===== src/shared/sfad_map.svh =====
// Function
// - First byte 0xc5 with addressing byte loads data segment slot; 7 or 22 clocks.
// - First byte 0xc4 with addressing byte loads extra segment slot; 7 or 22 clocks.
// - Escape then 0xb4 loads third segment slot; 7 or 25 clocks.
// - Escape then 0xb5 loads fourth segment slot; 7 or 25 clocks.
// - Escape then 0xb2 loads stack segment slot; 7 or 22 clocks.
// - Carry clear takes 2 clocks in every mode.
// - Direction clear takes 2 clocks in every mode.
// - Interrupt enable clear takes 8 clocks in every mode.
// - Escape then 0x06 clears task-switched flag in 6 clocks.
// - Byte 0xf5 inverts carry in 2 clocks.
// - Byte 0x9f moves flags into accumulator high byte in 2 clocks.
// - Byte 0x9e copies accumulator high byte into flags in 3 clocks.
// - Carry set takes 2 clocks in every mode.
// - Direction set takes 2 clocks in every mode.
// - Interrupt enable set takes 8 clocks in every mode.
// - Immediate group field 000 is add immediate; 2 register, 7 memory.
// - Immediate group field 010 is add-with-carry immediate; 2 register, 7 memory.
// - Accumulator add immediate 0000010w takes 2 clocks.
// - Opcode 1111111w field 000 increments; 2 register, 6 memory.
// - Add memory to register 0000001w takes 6 clocks.
// - Register subtract 001010dw takes 2 clocks.
// - Add-with-carry register to memory 0001000w takes 7 clocks.
//
// Opcode values and clock counts for the segment-load, flag and add decoder.
// Assumes it is included by the package and the logic files only.
`ifndef SFAD_MAP_SVH
`define SFAD_MAP_SVH

// ==========================================================
// Opcode bytes
`define SFAD_OP_ESCAPE      8'h0f
`define SFAD_OP_LD_DATA     8'hc5
`define SFAD_OP_LD_EXTRA    8'hc4
`define SFAD_OP2_LD_THIRD   8'hb4
`define SFAD_OP2_LD_FOURTH  8'hb5
`define SFAD_OP2_LD_STACK   8'hb2
`define SFAD_OP2_TS_CLEAR   8'h06
`define SFAD_OP_CARRY_CLR   8'hf8
`define SFAD_OP_CARRY_SET   8'hf9
`define SFAD_OP_INT_CLR     8'hfa
`define SFAD_OP_INT_SET     8'hfb
`define SFAD_OP_DIR_CLR     8'hfc
`define SFAD_OP_DIR_SET     8'hfd
`define SFAD_OP_CARRY_INV   8'hf5
`define SFAD_OP_FLAGS_TO_AH 8'h9f
`define SFAD_OP_AH_TO_FLAGS 8'h9e
// Seven-bit prefixes, lowest bit is the width bit
`define SFAD_OP7_ACC_ADD    7'h02
`define SFAD_OP7_INC_GROUP  7'h7f
`define SFAD_OP7_ADD_MEM    7'h01
`define SFAD_OP7_ADC_TOMEM  7'h08
// Six-bit prefixes: immediate group keeps sign and width below, subtract keeps d and w
`define SFAD_OP6_IMM_GROUP  6'h20
`define SFAD_OP6_SUB_REG    6'h0a
// Operation field values
`define SFAD_FLD_ADD        3'h0
`define SFAD_FLD_ADC        3'h2
`define SFAD_FLD_INC        3'h0
`define SFAD_MOD_REG        2'h3

// ==========================================================
// Clock counts
`define SFAD_CLK_SEG_REAL   6'h07
`define SFAD_CLK_SEG_PROT   6'h16
`define SFAD_CLK_SEGX_PROT  6'h19
`define SFAD_CLK_FLAG       6'h02
`define SFAD_CLK_INT        6'h08
`define SFAD_CLK_TS_CLEAR   6'h06
`define SFAD_CLK_AH_FLAGS   6'h03
`define SFAD_CLK_REG        6'h02
`define SFAD_CLK_MEM7       6'h07
`define SFAD_CLK_MEM6       6'h06

`endif


===== src/shared/sfad_pkg.sv =====
// Types shared by the decoder and its helpers.
// Assumes sfad_map.svh is on the include path.
package sfad_pkg;
  `include "sfad_map.svh"

  typedef enum logic [4:0] {
    SFAD_NONE, SFAD_LD_DATA, SFAD_LD_EXTRA, SFAD_LD_THIRD, SFAD_LD_FOURTH, SFAD_LD_STACK,
    SFAD_CARRY_CLR, SFAD_DIR_CLR, SFAD_INT_CLR, SFAD_TS_CLR, SFAD_CARRY_INV,
    SFAD_FLAGS_TO_AH, SFAD_AH_TO_FLAGS, SFAD_CARRY_SET, SFAD_DIR_SET, SFAD_INT_SET,
    SFAD_ADD_IMM, SFAD_ADC_IMM, SFAD_ACC_ADD, SFAD_INC, SFAD_ADD_MEM, SFAD_SUB_REG,
    SFAD_ADC_TOMEM
  } sfad_op_e;

  typedef logic [5:0] sfad_clk_t;
endpackage : sfad_pkg


===== src/logic/sfad_clock_table.sv =====
// Clock count lookup per decoded operation.
// Assumes operation class and mode come from the decoder on the same clock.
`timescale 1ns/1ns
`include "sfad_map.svh"
module sfad_clock_table
  import sfad_pkg::*;
(
  // Decoded operation
  input  wire sfad_pkg::sfad_op_e op_i,
  input  wire logic               mem_dest_i,
  input  wire logic               prot_mode_i,
  // Result
  output      sfad_pkg::sfad_clk_t clocks_o
);
  import sfad_pkg::*;

  always_comb begin
    case (op_i)
      SFAD_LD_DATA, SFAD_LD_EXTRA, SFAD_LD_STACK:
        clocks_o = prot_mode_i ? `SFAD_CLK_SEG_PROT : `SFAD_CLK_SEG_REAL;
      SFAD_LD_THIRD, SFAD_LD_FOURTH:
        clocks_o = prot_mode_i ? `SFAD_CLK_SEGX_PROT : `SFAD_CLK_SEG_REAL;
      SFAD_CARRY_CLR, SFAD_DIR_CLR, SFAD_CARRY_SET, SFAD_DIR_SET, SFAD_CARRY_INV,
      SFAD_FLAGS_TO_AH:
        clocks_o = `SFAD_CLK_FLAG;
      SFAD_INT_CLR, SFAD_INT_SET: clocks_o = `SFAD_CLK_INT;
      SFAD_TS_CLR:                clocks_o = `SFAD_CLK_TS_CLEAR;
      SFAD_AH_TO_FLAGS:           clocks_o = `SFAD_CLK_AH_FLAGS;
      SFAD_ADD_IMM, SFAD_ADC_IMM:
        clocks_o = mem_dest_i ? `SFAD_CLK_MEM7 : `SFAD_CLK_REG;
      SFAD_INC:                   clocks_o = mem_dest_i ? `SFAD_CLK_MEM6 : `SFAD_CLK_REG;
      SFAD_ACC_ADD, SFAD_SUB_REG: clocks_o = `SFAD_CLK_REG;
      SFAD_ADD_MEM:               clocks_o = `SFAD_CLK_MEM6;
      SFAD_ADC_TOMEM:             clocks_o = `SFAD_CLK_MEM7;
      default:                    clocks_o = 6'h00;
    endcase
  end
endmodule : sfad_clock_table


===== src/logic/sfad_cycle_timer.sv =====
// Down counter that holds busy for a loaded number of clocks.
// Assumes load only when idle; ce freezes it.
`timescale 1ns/1ns
module sfad_cycle_timer
  import sfad_pkg::*;
(
  // Clock and reset
  input  wire logic               ref_clk_i,
  input  wire logic               resetn_i,
  input  wire logic               ce_i,
  // Control
  input  wire logic               load_i,
  input  wire sfad_pkg::sfad_clk_t count_i,
  // Status
  output      logic               busy_o,
  output      logic               last_o
);
  import sfad_pkg::*;

  sfad_clk_t cnt_reg;
  sfad_clk_t cnt_next;

  always_comb begin
    cnt_next = cnt_reg;
    if (load_i) begin
      cnt_next = count_i;
    end else if (cnt_reg != 6'h00) begin
      cnt_next = cnt_reg - 6'h01;
    end
  end

  always_ff @(posedge ref_clk_i or negedge resetn_i) begin
    if (!resetn_i) begin
      cnt_reg <= 6'h00;
    end else if (ce_i) begin
      cnt_reg <= cnt_next;
    end
  end

  assign busy_o = (cnt_reg != 6'h00);
  assign last_o = (cnt_reg == 6'h01);
endmodule : sfad_cycle_timer


===== src/logic/sfad_decoder.sv =====
// Decoder for segment pointer loads, flag control and early add group.
// Assumes opcode bytes arrive one per valid cycle from same-clock fetch logic.
`timescale 1ns/1ns
`include "sfad_map.svh"
module sfad_decoder
  import sfad_pkg::*;
(
  // Clock and reset
  input  wire logic                ref_clk_i,
  input  wire logic                resetn_i,
  input  wire logic                ce_i,
  // Mode
  input  wire logic                prot_mode_i,
  // Byte stream
  input  wire logic                byte_valid_i,
  input  wire logic [7:0]          byte_i,
  output      logic                byte_ready_o,
  // Decoded operation
  output      logic                op_start_o,
  output      sfad_pkg::sfad_op_e  op_o,
  output      logic                op_wide_o,
  output      logic                op_mem_o,
  output      sfad_pkg::sfad_clk_t op_clocks_o,
  output      logic                busy_o,
  output      logic                done_o,
  output      logic                unknown_o
);
  import sfad_pkg::*;

  typedef enum logic [1:0] {ST_FIRST, ST_ESCAPE, ST_MODRM, ST_EXEC} sfad_state_e;

  // ==========================================================
  // Helpers
  function automatic logic is_mem(input logic [7:0] modrm);
    is_mem = (modrm[7:6] != `SFAD_MOD_REG);
  endfunction : is_mem

  // All four forms 80..83: sign-extend and width bits sit below the prefix
  function automatic logic is_imm_group(input logic [7:0] op);
    is_imm_group = (op[7:2] == `SFAD_OP6_IMM_GROUP);
  endfunction : is_imm_group

  // ==========================================================
  // State
  sfad_state_e state_reg, state_next;
  sfad_op_e    op_reg, op_next;
  logic [7:0]  first_reg, first_next;
  logic        wide_reg, wide_next;
  logic        mem_reg, mem_next;
  logic        unknown_reg, unknown_next;
  sfad_clk_t   clocks_reg, clocks_next;
  logic        start_reg, start_next;
  sfad_clk_t   table_clocks;
  sfad_op_e    table_op;
  logic        table_mem;
  logic        load;
  logic        tmr_busy;
  logic        tmr_last;
  logic        take;

  assign take = byte_valid_i && byte_ready_o;
  assign byte_ready_o = (state_reg != ST_EXEC);

  always_comb begin
    state_next   = state_reg;
    op_next      = op_reg;
    first_next   = first_reg;
    wide_next    = wide_reg;
    mem_next     = mem_reg;
    unknown_next = 1'b0;
    clocks_next  = clocks_reg;
    start_next   = 1'b0;
    load         = 1'b0;
    table_op     = SFAD_NONE;
    table_mem    = 1'b0;
    case (state_reg)
      ST_FIRST: begin
        if (take) begin
          first_next = byte_i;
          wide_next  = byte_i[0];
          mem_next   = 1'b0;
          if (byte_i == `SFAD_OP_ESCAPE) begin
            state_next = ST_ESCAPE;
          end else if (byte_i == `SFAD_OP_LD_DATA) begin
            op_next = SFAD_LD_DATA;
            state_next = ST_MODRM;
          end else if (byte_i == `SFAD_OP_LD_EXTRA) begin
            op_next = SFAD_LD_EXTRA;
            state_next = ST_MODRM;
          end else if (is_imm_group(byte_i) || byte_i[7:1] == `SFAD_OP7_INC_GROUP
                       || byte_i[7:1] == `SFAD_OP7_ADD_MEM || byte_i[7:1] == `SFAD_OP7_ADC_TOMEM
                       || byte_i[7:2] == `SFAD_OP6_SUB_REG) begin
            op_next = SFAD_NONE;
            state_next = ST_MODRM;
          end else begin
            if (byte_i == `SFAD_OP_CARRY_CLR) table_op = SFAD_CARRY_CLR;
            else if (byte_i == `SFAD_OP_DIR_CLR) table_op = SFAD_DIR_CLR;
            else if (byte_i == `SFAD_OP_INT_CLR) table_op = SFAD_INT_CLR;
            else if (byte_i == `SFAD_OP_CARRY_INV) table_op = SFAD_CARRY_INV;
            else if (byte_i == `SFAD_OP_FLAGS_TO_AH) table_op = SFAD_FLAGS_TO_AH;
            else if (byte_i == `SFAD_OP_AH_TO_FLAGS) table_op = SFAD_AH_TO_FLAGS;
            else if (byte_i == `SFAD_OP_CARRY_SET) table_op = SFAD_CARRY_SET;
            else if (byte_i == `SFAD_OP_DIR_SET) table_op = SFAD_DIR_SET;
            else if (byte_i == `SFAD_OP_INT_SET) table_op = SFAD_INT_SET;
            else if (byte_i[7:1] == `SFAD_OP7_ACC_ADD) table_op = SFAD_ACC_ADD;
            if (table_op == SFAD_NONE) begin
              unknown_next = 1'b1;
            end else begin
              op_next = table_op;
              load = 1'b1;
              clocks_next = table_clocks;
              start_next = 1'b1;
              state_next = ST_EXEC;
            end
          end
        end
      end
      ST_ESCAPE: begin
        if (take) begin
          if (byte_i == `SFAD_OP2_LD_THIRD) begin
            op_next = SFAD_LD_THIRD;
            state_next = ST_MODRM;
          end else if (byte_i == `SFAD_OP2_LD_FOURTH) begin
            op_next = SFAD_LD_FOURTH;
            state_next = ST_MODRM;
          end else if (byte_i == `SFAD_OP2_LD_STACK) begin
            op_next = SFAD_LD_STACK;
            state_next = ST_MODRM;
          end else if (byte_i == `SFAD_OP2_TS_CLEAR) begin
            table_op = SFAD_TS_CLR;
            op_next = table_op;
            load = 1'b1;
            clocks_next = table_clocks;
            start_next = 1'b1;
            state_next = ST_EXEC;
          end else begin
            unknown_next = 1'b1;
            state_next = ST_FIRST;
          end
        end
      end
      ST_MODRM: begin
        if (take) begin
          table_mem = is_mem(byte_i);
          table_op = op_reg;
          if (op_reg == SFAD_NONE) begin
            if (is_imm_group(first_reg) && byte_i[5:3] == `SFAD_FLD_ADD) begin
              table_op = SFAD_ADD_IMM;
            end else if (is_imm_group(first_reg) && byte_i[5:3] == `SFAD_FLD_ADC) begin
              table_op = SFAD_ADC_IMM;
            end else if (first_reg[7:1] == `SFAD_OP7_INC_GROUP && byte_i[5:3] == `SFAD_FLD_INC) begin
              table_op = SFAD_INC;
            end else if (first_reg[7:1] == `SFAD_OP7_ADD_MEM) begin
              table_op = SFAD_ADD_MEM;
            end else if (first_reg[7:2] == `SFAD_OP6_SUB_REG) begin
              table_op = SFAD_SUB_REG;
            end else if (first_reg[7:1] == `SFAD_OP7_ADC_TOMEM) begin
              table_op = SFAD_ADC_TOMEM;
            end
          end
          if (table_op == SFAD_NONE) begin
            // Other group members belong to a different decoder slice
            unknown_next = 1'b1;
            state_next = ST_FIRST;
          end else begin
            op_next = table_op;
            mem_next = table_mem;
            load = 1'b1;
            clocks_next = table_clocks;
            start_next = 1'b1;
            state_next = ST_EXEC;
          end
        end
      end
      ST_EXEC: begin
        // Last count cycle frees the byte port on the next edge
        if (tmr_last) begin
          state_next = ST_FIRST;
        end
      end
      default: state_next = ST_FIRST;
    endcase
  end

  always_ff @(posedge ref_clk_i or negedge resetn_i) begin
    if (!resetn_i) begin
      state_reg   <= ST_FIRST;
      op_reg      <= SFAD_NONE;
      first_reg   <= 8'h00;
      wide_reg    <= 1'b0;
      mem_reg     <= 1'b0;
      unknown_reg <= 1'b0;
      clocks_reg  <= 6'h00;
      start_reg   <= 1'b0;
    end else if (ce_i) begin
      state_reg   <= state_next;
      op_reg      <= op_next;
      first_reg   <= first_next;
      wide_reg    <= wide_next;
      mem_reg     <= mem_next;
      unknown_reg <= unknown_next;
      clocks_reg  <= clocks_next;
      start_reg   <= start_next;
    end
  end

  // ==========================================================
  // Count lookup and timer
  sfad_clock_table u_table (
    .op_i        (table_op),
    .mem_dest_i  (table_mem),
    .prot_mode_i (prot_mode_i),
    .clocks_o    (table_clocks)
  );

  sfad_cycle_timer u_timer (
    .ref_clk_i (ref_clk_i),
    .resetn_i  (resetn_i),
    .ce_i      (ce_i),
    .load_i    (load),
    .count_i   (table_clocks),
    .busy_o    (tmr_busy),
    .last_o    (tmr_last)
  );

  assign op_start_o  = start_reg;
  assign op_o        = op_reg;
  assign op_wide_o   = wide_reg;
  assign op_mem_o    = mem_reg;
  assign op_clocks_o = clocks_reg;
  assign busy_o      = tmr_busy;
  assign done_o      = tmr_last && ce_i;
  assign unknown_o   = unknown_reg;
endmodule : sfad_decoder


===== config.mk =====
export PLATFORM = sky130hd
export DESIGN_NAME = sfad_decoder
export DESIGN_NICKNAME = d
export VERILOG_FILES = /design/src/shared/sfad_pkg.sv /design/src/logic/sfad_clock_table.sv /design/src/logic/sfad_cycle_timer.sv /design/src/logic/sfad_decoder.sv
export VERILOG_INCLUDE_DIRS = /design/src /design/src/shared
export SDC_FILE = /design/constraint.sdc
export NUM_CORES = 1
export LEC_CHECK = 0
export BUFFER_PORTS_ARGS = -buffer_cell sky130_fd_sc_hd__buf_2
export CAP_MARGIN = 20
export CORE_ASPECT_RATIO = 1.25
export CORE_MARGIN = 8
export CORE_UTILIZATION = 59
export DETAILED_ROUTE_END_ITERATION = 7
export PLACE_DENSITY = 0.9
export SYNTH_ARGS = -nofsm -noshare
export SYNTH_HDL_FRONTEND = slang
export SYNTH_SLANG_ARGS = --single-unit

===== constraint.sdc =====
create_clock -name ref_clk_i -period 3.7 [get_ports ref_clk_i]
set_input_delay 0.37 -clock ref_clk_i [delete_from_list [all_inputs] [get_ports ref_clk_i]]
set_output_delay 0.37 -clock ref_clk_i [all_outputs]
set_load 0.005 [all_outputs]

==> flow_summary.ini <==
[pwr]
power_mw = 1.939
p_switching_mw = 0.8906
p_int_mw = 1.048
power_density_nw_per_um2 = 690.9
p_comb_share_pct = 53.4
peakVddDrop_mv = 0.4065
p_leak_nw = 1.165
seq_power_share_pct = 30.2
netSwitchingFraction_pct = 45.93
pwr-share-clk_pct = 16.4

[synth]
synth_cells = 326
synth_area_leaders = dfrtp_1 28%, o21ai_0 6.3%, nand2_1 4.7%
yosysSeqAreaShare_pct = 28.47
netlist_top_cells_count = 32 x nand2_1, 32 x o21ai_0, 29 x dfrtp_1
synth-edff-count = 0
synth_top_area_cell = dfrtp_1
syn_area_sq_um = 2549
ys_ff_latch = 29
avgSynthCellArea_sq_um = 7.818
ys.warnings.count = 0
synthFlopType = dfrtp_1
synth_top_area_share_pct = 28.47
async_flop_share_pct = 100.0
syn_nets = 345
ys_types = 64

[timing]
tightest_slew_ns = 0.7055
hold_viol = 0
relSlewSlack_pct = 52.92
finalCritPeriodShare_pct = 84.27
rsz0062_at_grt = no
setup_viol_count_final = 0
timing.fmax_mhz = 320.7
setup_tns_ns = 0
slew_viol_final = 0
period_minus_slack_ns = 3.118
clock_skew_ns = 0.003738

[clock_network]
cts_hold_buf = 0
clk_path_buf_depth = 2
post_cts_buffers = 0
postCtsResizedCells = 0
htree_levels = 2
clk_pin_slew_ns = 0.06
worstSkewPairLatency_ns = 0.29
cts.sinks = 29
numCtsBuffers = 5
cts_tree = yes
root_buffer = clkbuf_8

[global_routing]
grt_max_degree = 30
grt_pass1_wl_mm = 12.65
antenna_found_initial = 0
grt_pass1_vias = 2720
grt.total_usage_pct = 24.33
overflow = 0

[detailed_routing]
avgViaCountPerCell = 6.738
drc = 0
finalWirelength_mm = 7.559
wl_per_cell_um = 18.71
drt_iter0_markers = 221
num_vias = 2722
ant_nets = 0
drt_first_pass_iters = 5

[place]
dpl.hpwl_mm = 5.703
port_buffers = 29
place_congestion = 1.008

[final_layout]
area_delta_synth_final_pct = 10.11
fillCellCount = 368
antenna_cells = 0
drive_above_1_share_pct = 17.82
fin_nets = 367
largest_reg_flops = 8

[worst_setup_path]
crit_type = reg2reg
crit_required_ns = 3.88
end_kind = flip-flop
cp_max_fo = 13
cp-start-kind = flip-flop
critical_path_arrival_ns = 3.29

[die]
rows = 26
core_area_sq_um = 4131
io_pins = 31
fp.dieH_um = 89.49
start_util_pct = 61.69
die_w_um = 74.79
dieArea_sq_um = 6692

[outcome]
status = finished clean

[hold_path]
hold_class = in2async

[job]
drv_cap = 0
-- worst paths after layout --
check                          startpoint            endpoint  slack [ns]  depth (start not counted)
hold / removal                   resetn_i  u_timer.cnt_reg[0]        0.11                          1
setup reg to reg                  op_o[1]  u_timer.cnt_reg[3]        0.58                          9
max in group asynchronous        resetn_i      op_clocks_o[4]        3.16                          1
setup / recovery                  op_o[1]  u_timer.cnt_reg[3]        0.58                          9
min in group ref_clk_i               ce_i  u_timer.cnt_reg[4]        0.46                          2
hold reg to reg            op_clocks_o[2]      op_clocks_o[2]        0.47                          2
-- cell families after synthesis --
group / Yosys count / synth area share (%)
AO/OA/AOI/OAI: 110 / 29.31
flip-flops: 29 / 28.47
multiplexers: 12 / 5.155
buffers and inverters: 35 / 5.940
XOR/XNOR: 1 / 0.3437
other: 1 / 0.1471
AND/OR/NAND/NOR: 132 / 27.69
adder cells (fa/ha/maj): 6 / 2.945
-- through the flow --
stage | area [sq um] | hold slack [ns] | util [%] | std cells | setup slack [ns]
after floorplan | 2549 | 0.07441 | - | 326 | 0.9965
after global placement | 2703 | 0.4205 | 65.41 | 397 | 0.6017
after detailed placement | 2703 | 0.4338 | 65.41 | 397 | 0.4975
after CTS | 2806 | 0.1286 | 67.93 | 404 | 0.6233
after global routing | 2806 | 0.1754 | 67.93 | 404 | 0.3422
final | 2806 | 0.1121 | 67.93 | 404 | 0.5821
-- layer usage --
metal,GRT usage (%),part of all wire [%]
met1,25.53,38
met2,41.62,50
met3,5.724,6.9
met4,16.96,5.3
met5,0,0
-- layout make-up --
cell class,instances,area (sq um),share of cell area (%)
clock buffers,5,68.82,2.452
multi-input cells,262,1672,59.56
flip-flops and latches,29,725.7,25.86
repair buffers,32,167.7,5.974
inverters,18,67.56,2.407
well taps,56,70.07,2.497
clock inverters,2,35.03,1.248
-- power by group through the flow --
stage | Sequential, mW | Combinational [mW] | Clock (mW)
after floorplan | 0.564 | 0.735 | 0
after global placement | 0.579 | 0.989 | 0
after detailed placement | 0.588 | 1.01 | 0
after CTS | 0.582 | 1.02 | 0.322
after global routing | 0.610 | 1.15 | 0.332
final | 0.586 | 1.03 | 0.318
-- layout by cell type (no fill, tap or decap), drive strengths merged, types with 3 or more instances in the layout --
cell type  count
nand2b         3
or3            5
nor2          21
nor4b          3
o31ai          6
or4            3
o211ai         4
buf           32
a41oi          4
ha             6
inv           18
mux2i          3
and3           3
a31oi          6
a211oi         3
o21a           5
and2           3
dfrtp         29
clkbuf         5
nand3         13
or2            3
nor4           5
a21oi         23
o21ai         33
nand2         32
mux2           9
a2bb2oi        3
nand4          8
nor3          18
-- critical path, stage by stage (launching register included) --
cell,delay (ns)
dfrtp_1,0.45
nor4_1,0.58
nor2b_1,0.28
and2_1,0.18
o21ai_0,0.13
a31oi_1,0.32
o31a_1,0.47
o21ai_0,0.17
a32o_1,0.22
a31o_2,0.21
Power figures use the tool's default switching activity.
